--- src/pkg/tlic_pkg.sv ---
package tlic_pkg;
  // register indexes; byte address is four times the index
  localparam logic [7:0] IDX_INT_ENABLE = 8'hA8;
  localparam logic [7:0] IDX_INT_ENABLE_SECOND = 8'hAF;
  localparam logic [7:0] IDX_SERIAL_PERIPH_STATUS = 8'hCD;
  localparam logic [7:0] IDX_SPI_DATA_REG = 8'hCF;
  localparam logic [7:0] IDX_COUNTER_ARRAY_CONTROL = 8'hD8;
  localparam logic [7:0] IDX_COUNTER_ARRAY_MODE = 8'hD9;
  localparam logic [7:0] IDX_COMPARE_MODULE0_MODE = 8'hDA;
  localparam logic [7:0] IDX_COMPARE_MODULE1_MODE = 8'hDB;
  localparam logic [7:0] IDX_PRIORITY_SELECT = 8'hE0;
  localparam logic [7:0] IDX_PRIORITY_SELECT_SECOND = 8'hE1;
  localparam logic [7:0] IDX_COMPARE_VALUE0 = 8'hE2;
  localparam logic [7:0] IDX_COMPARE_VALUE1 = 8'hE3;
  localparam logic [7:0] IDX_SERVICE_STATE = 8'hE4;
  // field positions
  localparam int B_GLOBAL_IRQ_GATE = 7;
  localparam int B_SPI_IRQ_ENABLE = 1;
  localparam int B_SERIAL2_IRQ_EN = 0;
  localparam int B_OVERFLOW_IRQ_EN = 0;
  localparam int B_MODULE_EVENT_IRQ_EN = 0;
  localparam int B_MATCH_ENABLE = 3;
  localparam int B_FALLING_CAPTURE_EN = 4;
  localparam int B_RISING_CAPTURE_EN = 5;
  localparam int B_SPI_DONE_FLAG = 7;
  localparam int B_WRITE_COLLISION_FLAG = 6;
  localparam int B_COUNTER_OVERFLOW_FLAG = 7;
  // reset values
  localparam logic [7:0] RST_BYTE = 8'h00;
  localparam logic [15:0] RST_COMPARE = 16'h0000;
  // sources and vectors
  localparam int NSRC = 24;
  localparam logic [4:0] SRC_COUNTER_ARRAY = 5'h07;
  localparam logic [4:0] SRC_SERIAL2 = 5'h08;
  localparam logic [4:0] SRC_SPI = 5'h09;
  localparam logic [23:0] SRC_UNUSED = 24'h00E000;
  localparam logic [15:0] VEC_BASE = 16'h0003;

  typedef struct packed {
    logic req;
    logic level;
    logic [4:0] num;
    logic [15:0] vector;
  } tlic_irq_t;

  typedef struct packed {
    logic overflow;
    logic [15:0] count;
    logic [1:0] cap_pin;
  } tlic_pca_t;

  typedef struct packed {
    logic done;
    logic busy;
    logic master;
    logic select_n;
    logic select_ignore;
  } tlic_spi_t;
endpackage

--- src/hw/tlic_top.sv ---
// Design decision made here: the APB interface to the registers.
`timescale 1ns/100ps
// Function
// - counter overflow flag requests only while overflow enable is set
// - each module event flag requests only while its mode bit 0 is set
// - match enable and counter equal compare value sets module event flag
// - capture on rising edge if rising enable, falling edge if falling enable
// - transfer end sets spi done flag; request needs spi and global enable
// - select low in master mode with select_ignore 0 sets done flag
// - writing 1 clears spi done flag, writing 0 leaves it
// - data write during transfer sets collision flag; write 1 clears it
// - global gate 0 blocks all; gate 1 uses per-source enables
// - second enable register bit 1 gates the spi interrupt
// - each source has one of two levels; listed sources stay low
// - high level preempts a low routine; low level does not
// - nothing preempts a running high level routine
// - simultaneous different levels: higher level served first
// - fixed polling order 0..12 and 16..23; 13..15 unused
// - polling order never lets same level preempt a running routine
// - rollover sets overflow flag; software may set, only software clears
// - match or capture sets event flag; stays until software clears
// - vector is 0003H plus eight times source number
module tlic_top
  import tlic_pkg::*;
(
  input wire logic pclk,
  input wire logic presetn,
  input wire logic ce,
  input wire logic psel,
  input wire logic penable,
  input wire logic pwrite,
  input wire logic [11:0] paddr,
  input wire logic [31:0] pwdata,
  output logic [31:0] prdata,
  output logic pready,
  output logic pslverr,
  input wire tlic_pca_t counter_array,
  input wire tlic_spi_t spi,
  input wire logic [23:0] src_flag,
  input wire logic [23:0] src_en,
  input wire logic irq_ack,
  input wire logic irq_reti,
  output tlic_irq_t irq,
  output logic spi_tx_load,
  output logic [7:0] spi_tx_data
);

  function automatic logic [4:0] first_set(input logic [23:0] v);
    logic [4:0] n;
    n = 5'h00;
    for (int i = NSRC - 1; i >= 0; i--)
    begin
      if (v[i])
      begin
        n = 5'(i);
      end
    end
    return n;
  endfunction

  function automatic logic [15:0] vec_of(input logic [4:0] n);
    return VEC_BASE + {8'h00, n, 3'b000};
  endfunction

  //////////////////////////////////////////////////////////////////////////////
  // registers
  logic [7:0] int_enable;
  logic [7:0] int_enable_second;
  logic [7:0] counter_array_mode;
  logic [7:0] module_mode [2];
  logic [7:0] priority_select;
  logic [7:0] priority_select_second;
  logic [15:0] compare_value [2];
  logic counter_overflow_flag;
  logic [1:0] module_event_flag;
  logic spi_done_flag;
  logic write_collision_flag;
  logic [1:0] cap_q;
  logic svc_hi;
  logic svc_lo;

  //////////////////////////////////////////////////////////////////////////////
  // bus decode
  wire [7:0] idx = paddr[9:2];
  wire addr_ok = (paddr[1:0] == 2'b00) && (paddr[11:10] == 2'b00);
  wire setup = psel && !penable;
  wire wr = psel && penable && pwrite && pready && ce;
  wire [7:0] wb = pwdata[7:0];
  wire hit_ie = addr_ok && idx == IDX_INT_ENABLE;
  wire hit_ie2 = addr_ok && idx == IDX_INT_ENABLE_SECOND;
  wire hit_stat = addr_ok && idx == IDX_SERIAL_PERIPH_STATUS;
  wire hit_dat = addr_ok && idx == IDX_SPI_DATA_REG;
  wire hit_ctl = addr_ok && idx == IDX_COUNTER_ARRAY_CONTROL;
  wire hit_mode = addr_ok && idx == IDX_COUNTER_ARRAY_MODE;
  wire hit_m0 = addr_ok && idx == IDX_COMPARE_MODULE0_MODE;
  wire hit_m1 = addr_ok && idx == IDX_COMPARE_MODULE1_MODE;
  wire hit_pr = addr_ok && idx == IDX_PRIORITY_SELECT;
  wire hit_pr2 = addr_ok && idx == IDX_PRIORITY_SELECT_SECOND;
  wire hit_c0 = addr_ok && idx == IDX_COMPARE_VALUE0;
  wire hit_c1 = addr_ok && idx == IDX_COMPARE_VALUE1;
  wire hit_st = addr_ok && idx == IDX_SERVICE_STATE;
  wire hit_any = hit_ie || hit_ie2 || hit_stat || hit_dat || hit_ctl || hit_mode || hit_m0
    || hit_m1 || hit_pr || hit_pr2 || hit_c0 || hit_c1 || hit_st;
  wire wr_stat = wr && hit_stat;
  wire wr_dat = wr && hit_dat;
  wire wr_ctl = wr && hit_ctl;

  wire [7:0] ctl_rd = {counter_overflow_flag, 5'b00000, module_event_flag};
  wire [7:0] stat_rd = {spi_done_flag, write_collision_flag, 6'b000000};
  wire [8:0] st_rd = {svc_hi, svc_lo, irq.req, irq.level, irq.num};
  wire [31:0] rd_mux =
    hit_ie ? {24'h000000, int_enable} :
    hit_ie2 ? {24'h000000, int_enable_second} :
    hit_stat ? {24'h000000, stat_rd} :
    hit_dat ? {24'h000000, spi_tx_data} :
    hit_ctl ? {24'h000000, ctl_rd} :
    hit_mode ? {24'h000000, counter_array_mode} :
    hit_m0 ? {24'h000000, module_mode[0]} :
    hit_m1 ? {24'h000000, module_mode[1]} :
    hit_pr ? {24'h000000, priority_select} :
    hit_pr2 ? {24'h000000, priority_select_second} :
    hit_c0 ? {16'h0000, compare_value[0]} :
    hit_c1 ? {16'h0000, compare_value[1]} :
    hit_st ? {23'h000000, st_rd} : 32'h00000000;

  // one access cycle: pready rises in the first access cycle
  always_ff @(posedge pclk or negedge presetn)
  begin
    if (!presetn)
    begin
      pready <= 1'b0;
      prdata <= 32'h00000000;
      pslverr <= 1'b0;
    end
    else if (ce)
    begin
      pready <= setup;
      prdata <= setup && !pwrite ? rd_mux : 32'h00000000;
      pslverr <= setup && !hit_any;
    end
  end

  always_ff @(posedge pclk or negedge presetn)
  begin
    if (!presetn)
    begin
      int_enable <= RST_BYTE;
      int_enable_second <= RST_BYTE;
      counter_array_mode <= RST_BYTE;
      module_mode[0] <= RST_BYTE;
      module_mode[1] <= RST_BYTE;
      priority_select <= RST_BYTE;
      priority_select_second <= RST_BYTE;
    end
    else if (wr)
    begin
      if (hit_ie) int_enable <= wb;
      if (hit_ie2) int_enable_second <= wb;
      if (hit_mode) counter_array_mode <= wb;
      if (hit_m0) module_mode[0] <= wb;
      if (hit_m1) module_mode[1] <= wb;
      if (hit_pr) priority_select <= wb;
      if (hit_pr2) priority_select_second <= wb;
    end
  end

  //////////////////////////////////////////////////////////////////////////////
  // counter array events
  wire [1:0] rise = counter_array.cap_pin & ~cap_q;
  wire [1:0] fall = ~counter_array.cap_pin & cap_q;
  logic [1:0] capture;
  logic [1:0] match;
  always_comb
  begin
    for (int m = 0; m < 2; m++)
    begin
      capture[m] = (module_mode[m][B_RISING_CAPTURE_EN] && rise[m])
        || (module_mode[m][B_FALLING_CAPTURE_EN] && fall[m]);
      match[m] = module_mode[m][B_MATCH_ENABLE] && counter_array.count == compare_value[m];
    end
  end
  wire [1:0] next_event = capture | match | (wr_ctl ? wb[1:0] : module_event_flag);
  wire next_ovf = counter_array.overflow || (wr_ctl ? wb[B_COUNTER_OVERFLOW_FLAG] : counter_overflow_flag);

  always_ff @(posedge pclk or negedge presetn)
  begin
    if (!presetn)
    begin
      cap_q <= 2'b00;
      counter_overflow_flag <= 1'b0;
      module_event_flag <= 2'b00;
      compare_value[0] <= RST_COMPARE;
      compare_value[1] <= RST_COMPARE;
    end
    else if (ce)
    begin
      cap_q <= counter_array.cap_pin;
      counter_overflow_flag <= next_ovf;
      module_event_flag <= next_event;
      for (int m = 0; m < 2; m++)
      begin
        if (capture[m]) compare_value[m] <= counter_array.count;
        else if (wr && (m == 0 ? hit_c0 : hit_c1)) compare_value[m] <= pwdata[15:0];
      end
    end
  end

  //////////////////////////////////////////////////////////////////////////////
  // spi flags
  wire mode_chg = spi.master && !spi.select_n && !spi.select_ignore;
  wire clr_done = wr_stat && wb[B_SPI_DONE_FLAG];
  wire clr_coll = wr_stat && wb[B_WRITE_COLLISION_FLAG];
  wire next_done = spi.done || mode_chg || (spi_done_flag && !clr_done);
  wire next_coll = (wr_dat && spi.busy) || (write_collision_flag && !clr_coll);

  always_ff @(posedge pclk or negedge presetn)
  begin
    if (!presetn)
    begin
      spi_done_flag <= 1'b0;
      write_collision_flag <= 1'b0;
      spi_tx_load <= 1'b0;
      spi_tx_data <= RST_BYTE;
    end
    else if (ce)
    begin
      spi_done_flag <= next_done;
      write_collision_flag <= next_coll;
      spi_tx_load <= wr_dat && !spi.busy;
      if (wr_dat && !spi.busy) spi_tx_data <= wb;
    end
  end

  //////////////////////////////////////////////////////////////////////////////
  // request vectors and arbitration
  wire pca_irq = (counter_overflow_flag && counter_array_mode[B_OVERFLOW_IRQ_EN])
    || (module_event_flag[0] && module_mode[0][B_MODULE_EVENT_IRQ_EN])
    || (module_event_flag[1] && module_mode[1][B_MODULE_EVENT_IRQ_EN]);
  wire [23:0] flags = {src_flag[23:10], spi_done_flag, src_flag[8], pca_irq, src_flag[6:0]};
  wire [23:0] enables = {src_en[23:10], int_enable_second[B_SPI_IRQ_ENABLE],
    int_enable_second[B_SERIAL2_IRQ_EN], 1'b1, int_enable[6:0]};
  // sources without a level bit stay low
  wire [23:0] level = {priority_select_second[4:3], 5'b00000, priority_select_second[2], 6'b000000,
    priority_select_second[1:0], priority_select};
  wire [23:0] active = flags & enables & {NSRC{int_enable[B_GLOBAL_IRQ_GATE]}} & ~SRC_UNUSED;
  wire [23:0] hi_req = active & level;
  wire [23:0] lo_req = active & ~level;
  wire take_hi = |hi_req && !svc_hi;
  wire take_lo = |lo_req && !svc_hi && !svc_lo;
  wire [4:0] next_num = take_hi ? first_set(hi_req) : first_set(lo_req);
  wire acked = irq_ack && irq.req;

  always_ff @(posedge pclk or negedge presetn)
  begin
    if (!presetn)
    begin
      irq <= '0;
      svc_hi <= 1'b0;
      svc_lo <= 1'b0;
    end
    else if (ce)
    begin
      irq.req <= (take_hi || take_lo) && !acked;
      irq.level <= take_hi;
      irq.num <= next_num;
      irq.vector <= vec_of(next_num);
      if (acked && irq.level) svc_hi <= 1'b1;
      else if (irq_reti && svc_hi) svc_hi <= 1'b0;
      if (acked && !irq.level) svc_lo <= 1'b1;
      else if (irq_reti && !svc_hi) svc_lo <= 1'b0;
    end
  end
endmodule

--- config.mk ---
export PLATFORM = sky130hd
export DESIGN_NAME = tlic_top
export DESIGN_NICKNAME = d
export VERILOG_FILES = /design/src/pkg/tlic_pkg.sv /design/src/hw/tlic_top.sv
export SDC_FILE = /design/constraint.sdc
export NUM_CORES = 1
export LEC_CHECK = 0
export BUFFER_PORTS_ARGS = -buffer_cell sky130_fd_sc_hd__buf_2
export CORE_MARGIN = 2
export CORE_UTILIZATION = 55
export CTS_CLUSTER_DIAMETER = 200
export DETAILED_ROUTE_END_ITERATION = 7
export GPL_TIMING_DRIVEN = 0
export PLACE_DENSITY = 0.82
export SETUP_SLACK_MARGIN = 0.5
export SYNTH_ARGS = -nofsm -noshare
export SYNTH_HDL_FRONTEND = slang
export SYNTH_SLANG_ARGS = --single-unit
--- constraint.sdc ---
create_clock -name pclk -period 2.8 [get_ports pclk]
set_input_delay 0 -clock pclk [delete_from_list [all_inputs] [get_ports pclk]]
set_output_delay 0 -clock pclk [all_outputs]
set_load 0.03 [all_outputs]
== After elaboration in Yosys (flattened, before gate mapping) ==
Cells that the tools add are included.

* Bits in registers: 163
* Bits of input ports: 124
* Word-level logic and storage cells: 230

* Add/sub/neg operators: 1
* Equality and inequality tests: 15
* Muxes and demuxes: 73
* Bitwise gates (word level): 11
* Reductions and logical operators: 105

{| class="wikitable"
|+ Operator list
! operator !! number
|-
| $mux 16 || 17
|-
| $mux 5 || 49
|-
| $eq 8x8->1 const B || 13
|-
| $and 24x24->24 || 4
|-
| $logic_and 1x1->1 || 52
|-
| $reduce_or 24->1 || 2
|-
| $eq 16x16->1 || 2
|-
| $not 24->24 || 1
|-
| $reduce_and 2->1 || 12
|-
| $logic_or 1x1->1 || 21
|-
| $logic_not 1->1 || 12
|-
| $add 2x8->9 const A || 1
|-
| $mux 9 || 1
|-
| $reduce_bool 2->1 || 4
|-
| $mux 1 || 5
|-
| $and 2x2->2 || 2
|-
| $logic_not 2->1 || 2
|-
| $not 2->2 || 2
|-
| $or 2x2->2 || 2
|-
| $mux 2 || 1
|}

== Longest topological paths before layout ==
* Depth in word-level cells: 32
* Gate-level depth with buffers: 9
* Gate-level depth less buffers: 6

== Worst setup path after synthesis ==
No wires, ideal clock.

* Kind: register -> register
* From: reg pready
* To: reg spi_tx_data[0]
* Data arrival time: 1,961 ps
* Required time: 2,675 ps
* Path slack: 714 ps
* Cell stages (with the launch flop): 5
* Buffers on the path: 0
* Period minus slack after synthesis: 2,086 ps
* Cells stage by stage: dfrtp_1 -> and4_1 -> nand2_1 -> nor4_4 -> mux2_2

* Cells in the longest elaborated chain, start to end: 5

{| class="wikitable"
|+ RTL lines
! item !! RTL line !! RTL
|-
| start, declared || tlic_top.sv:35 || <nowiki>output logic pready,</nowiki>
|-
| start signal, assigned || tlic_top.sv:137 || <nowiki>pready <= setup;</nowiki>
|-
| $logic_and 1x1->1 (2 in a row) || tlic_top.sv:87 || <nowiki>wire wr = psel && penable && pwrite && pready && ce;</nowiki>
|-
| $logic_and 1x1->1 || tlic_top.sv:105 || <nowiki>wire wr_dat = wr && hit_dat;</nowiki>
|-
| $logic_and 1x1->1 || tlic_top.sv:230 || <nowiki>if (wr_dat && !spi.busy) spi_tx_data <= wb;</nowiki>
|-
| $reduce_and 2->1 (no line) || -- ||
|-
| end signal, assigned || tlic_top.sv:230 ||
|-
| end, declared || tlic_top.sv:45 || <nowiki>output logic [7:0] spi_tx_data</nowiki>
|}

No other way between the ends.
A chain may end at the register's enable or synchronous reset.

== Final worst setup path ==
* From: in paddr[1]
* To: reg compare_value[12] (netlist bit)

* Cells in the longest elaborated chain, start to end: 6

{| class="wikitable"
|+ RTL lines
! item !! RTL line !! RTL
|-
| start, declared || tlic_top.sv:32 || <nowiki>input wire logic [11:0] paddr,</nowiki>
|-
| $logic_not 2->1 || tlic_top.sv:85 || <nowiki>wire addr_ok = (paddr[1:0] == 2'b00) && (paddr[11:10] == 2'b00);</nowiki>
|-
| $logic_and 1x1->1 || tlic_top.sv:85 ||
|-
| $logic_and 1x1->1 || tlic_top.sv:100 || <nowiki>wire hit_c1 = addr_ok && idx == IDX_COMPARE_VALUE1;</nowiki>
|-
| $logic_and 1x1->1 || tlic_top.sv:203 || <nowiki>else if (wr && (m == 0 ? hit_c0 : hit_c1)) compare_value[m] <= pwdata[15:0];</nowiki>
|-
| $reduce_bool 2->1 (no line) || -- ||
|-
| $reduce_and 2->1 (no line) || -- ||
|-
| end signal, assigned by index || tlic_top.sv:202 || <nowiki>if (capture[m]) compare_value[m] <= counter_array.count;</nowiki>
|-
| end signal, assigned by index || tlic_top.sv:203 ||
|-
| end, declared || tlic_top.sv:73 || <nowiki>logic [15:0] compare_value [2];</nowiki>
|}

No other way between the ends.

==> qor.csv <==
stage;metric;value;unit
run_status;status;complete, no violations;
floorplan;num_rows;44;
synth;synth.cell_area;8120;um^2
placed_design;dp_hpwl;19100;um
timing;hold_violations;0;
timing;fmax;0.452;GHz
synth;yosysWarnings;0;
power_and_ir_drop;pwr-share-clk;0.483;
synth;synthArstFlopShare;1.00;
drt;drc;0;
global_routing;grt_max_degree;99;
global_routing;grt_pass1_vias;7838;
clocking;cts_sinks;132;
global_routing;grt_overflow;0;
run;drv_cap;0;
drt;wl;28000;um
global_routing;track_usage;0.354;
drt;num_vias;8040;
synth;synth_seq_cells;132;
finish;final_net_count;1181;
critical_path;crit_required;3.08;ns
critical_path;critPathLaunch;paddr[1];
floorplan;io_pins;190;
power_and_ir_drop;internal-power;3.71;mW
critical_path;reg2reg_from;counter_overflow_flag$_DFFE_PN0P_;
placed_design;globalplace.congestion;0.976;
global_routing;grt_first_pass_wirelength;43000;um
synth;avgSynthCellArea;9.63;um^2
clocking;cts_tree;done;
synth;synthDistinctLibCells;77;
timing;max-slew-margin-rel;0.429;
clocking;cts_buffers;17;
finish;syn_to_final_growth;25.5;%
floorplan;die-area;15800;um^2
critical_path;end_kind;flop;
timing;period_needed;2.21;ns
power_and_ir_drop;swShare;0.263;
power_and_ir_drop;p_sw;1.32;mW
critical_path;crit_path_start_kind;primary input;
finish;drive_gt1_frac;0.268;
drt;dr.first_iter.drc_count;816;
drt;postRouteAntennaNets;0;
clocking;h-tree-depth;4;
timing;tns;0;ns
timing;worst_pin_slew;0.850;ns
timing;setup_violations;0;
timing;rsz0062_at_grt;no;
power_and_ir_drop;powerDensity;494;nW/um^2
placed_design;numPortBuffers;124;
finish;antenna_cells;0;
drt;wire_per_inst;22.4;um
floorplan;core_area;14500;um^2
clocking;path_clk_slew;0.06;ns
power_and_ir_drop;p_comb_frac;0.124;
synth;ys_seq_area_frac;0.407;
floorplan;fp.dieW;126;um
critical_path;worstPathArrival;2.50;ns
worst_hold_path;hold_class;primary input to asynchronous set/reset pin;
timing;post-route-period-util;0.790;
timing;skew;0.0153;ns
clocking;clock_path_buffers;2;
floorplan;die_h;126;um
drt;avgViaCountPerCell;6.42;
global_routing;antenna_found_initial;0;
power_and_ir_drop;ir_worst_vdd;485;uV
synth;synth_flop_cell;dfrtp_1;
synth;synth_edf_count;0;
power_and_ir_drop;p_leak;4.65;nW
power_and_ir_drop;seqPwrFrac;0.393;
critical_path;path_max_fanout;10;
floorplan;start_util;0.561;
timing;final-max-slew-violation-count;0;
clocking;insertion_delay;0.44;ns
drt;drt_pass1_iterations;5;
clocking;cts-root-buf;clkbuf_16;
synth;netlist_instances;844;
critical_path;crit_type;primary input to flop;
timing;fin_hold_ws;0.0172;ns
-- state kept, by name (all words and copies together) (netlist names) --
register                flops
cap_q                       2
compare_value              32
counter_array_mode          8
counter_overflow_flag       1
int_enable                  8
int_enable_second           8
irq                         8
module_event_flag           2
module_mode                16
prdata                     16
pready                      1
priority_select             8
priority_select_second      8
pslverr                     1
spi_done_flag               1
spi_tx_data                 8
spi_tx_load                 1
svc_hi                      1
svc_lo                      1
write_collision_flag        1
-- final timing paths --
path	endpoint	slack, ns	cells past startpoint
max	compare_value[12]$_DFFE_PN0P_	0.59	8
min reg2reg	prdata[10]$_DFFE_PN0P_	0.48	1
max reg2reg	irq[18]$_DFFE_PN0P_	0.65	7
min	counter_array_mode[4]$_DFFE_PN0P_	0.02	2
min in group pclk	pready$_DFFE_PN0P_	0.02	4
max in group asynchronous	irq[17]$_DFFE_PN0P_	1.98	3
-- power by group through the flow --
| stage | clock, mW | sequential, mW | combinational, mW |
|---|---|---|---|
| after floorplan | 0 | 2.03 | 0.307 |
| after global placement | 0 | 2.01 | 0.551 |
| after CTS | 2.41 | 1.98 | 0.610 |
| after detailed placement | 0 | 2.01 | 0.563 |
| after global routing | 2.51 | 1.98 | 0.669 |
| final | 2.43 | 1.98 | 0.627 |
-- critical path: stages --
cell and delay [ns]:
buf_2 0.11, nor4_2 0.70, nand3_1 0.57, nor3_1 0.33, o21ai_1 0.16, clkbuf_1 0.36, nand2_1 0.16, o21ai_1 0.10
-- kinds of logic after synthesis --
logic type      synth area share
simple gates               0.176
compound gates             0.192
flops                      0.407
mux                        0.130
buf+inv                   0.0598
xor+xnor                  0.0345
other cells             0.000462
-- cells in the final DEF (no fill, tap or decap), types with 5 or more instances in the layout --
master,count
buf_2,134
dfrtp_1,132
nand2_1,89
mux2_2,46
dlygate4sd3_1,42
o21ai_1,40
mux2i_1,35
buf_4,35
nor2_1,30
a21oi_1,30
o21ai_0,29
conb_1,25
clkbuf_1,24
xnor2_1,24
a22oi_1,18
mux2_1,17
nand2b_1,17
clkbuf_16,17
nand4_1,16
nand3_1,16
nor3_1,15
o22ai_1,15
inv_1,13
o2bb2ai_1,12
a31oi_1,12
nor2_2,9
nor2b_1,9
xor2_1,8
o21a_1,8
nand3b_1,7
o221ai_1,7
clkbuf_2,6
and4b_1,6
buf_1,5
o31a_1,5
a211oi_1,5
o41ai_2,5
-- timing repair --
| action | 4_1_cts | 5_1_grt |
|---|---|---|
| hold buffers | 42 | 0 |
| gates resized for setup | 3 | 16 |
| hold endpoints to repair | 172 | 0 |
| setup endpoints to repair | 29 | 46 |
| pin swaps | 2 | 0 |
| setup buffers | 3 | 0 |
-- layer usage --
metal,share of wire,vias up,GRT usage
met1,0.39,3917,0.453
met2,0.47,488,0.564
li1,-,3511,-
met3,0.088,124,0.0770
met5,0,-,0
met4,0.053,0,0.188
-- final cells by class --
class,instances,area [um^2]
well taps,184,230
fillers,1119,4280
multi-input cells,644,4440
plain buffers,79,445
clock inverters,12,176
inverters,13,48.8
flip-flops and latches,132,3300
clock buffers,19,453
repair buffers,170,1100
-- stage by stage --
step / total power, mW / instance area [um^2] / instances / utilization / worst slack (ns)
5_1_grt: 5.16 / 10200 / 1253 / 0.704 / 0.509
2_1_floorplan: 2.33 / 8210 / 868 / - / 0.714
6_report: 5.04 / 10200 / 1253 / 0.704 / 0.587
3_5_place_dp: 2.57 / 9100 / 1177 / 0.628 / 0.129
4_1_cts: 5.00 / 10200 / 1253 / 0.703 / 0.560
3_3_place_gp: 2.56 / 9060 / 1176 / 0.626 / -0.0445
-- cell usage after synthesis, types with 4 or more instances --
master / n / area, um^2
dfrtp_1: 132 / 3300
nand2_1: 90 / 338
mux2_2: 46 / 518
o21ai_1: 42 / 210
mux2i_1: 35 / 350
buf_4: 32 / 240
nor2_1: 32 / 120
a21oi_1: 30 / 150
clkbuf_1: 30 / 113
o21ai_0: 29 / 145
xnor2_1: 24 / 210
a22oi_1: 18 / 135
mux2_1: 17 / 191
nand2b_1: 17 / 106
nand3_1: 16 / 80.1
nand4_1: 16 / 100
nor3_1: 15 / 75.1
o22ai_1: 15 / 93.8
inv_1: 13 / 48.8
a31oi_1: 12 / 75.1
o2bb2ai_1: 12 / 105
buf_2: 10 / 50.1
nor2b_1: 9 / 56.3
o21a_1: 8 / 60.1
xor2_1: 8 / 70.1
nand3b_1: 7 / 52.6
nor2_2: 7 / 43.8
o221ai_1: 7 / 61.3
and4b_1: 6 / 60.1
buf_1: 6 / 22.5
a211oi_1: 5 / 37.5
o31a_1: 5 / 43.8
o41ai_2: 5 / 81.3
a22o_1: 4 / 35.0
a41o_1: 4 / 40.0
and4_1: 4 / 35.0
nor4_1: 4 / 25.0
or2_2: 4 / 25.0
or3_1: 4 / 25.0
No activity file was read; power rests on OpenSTA's default activity.
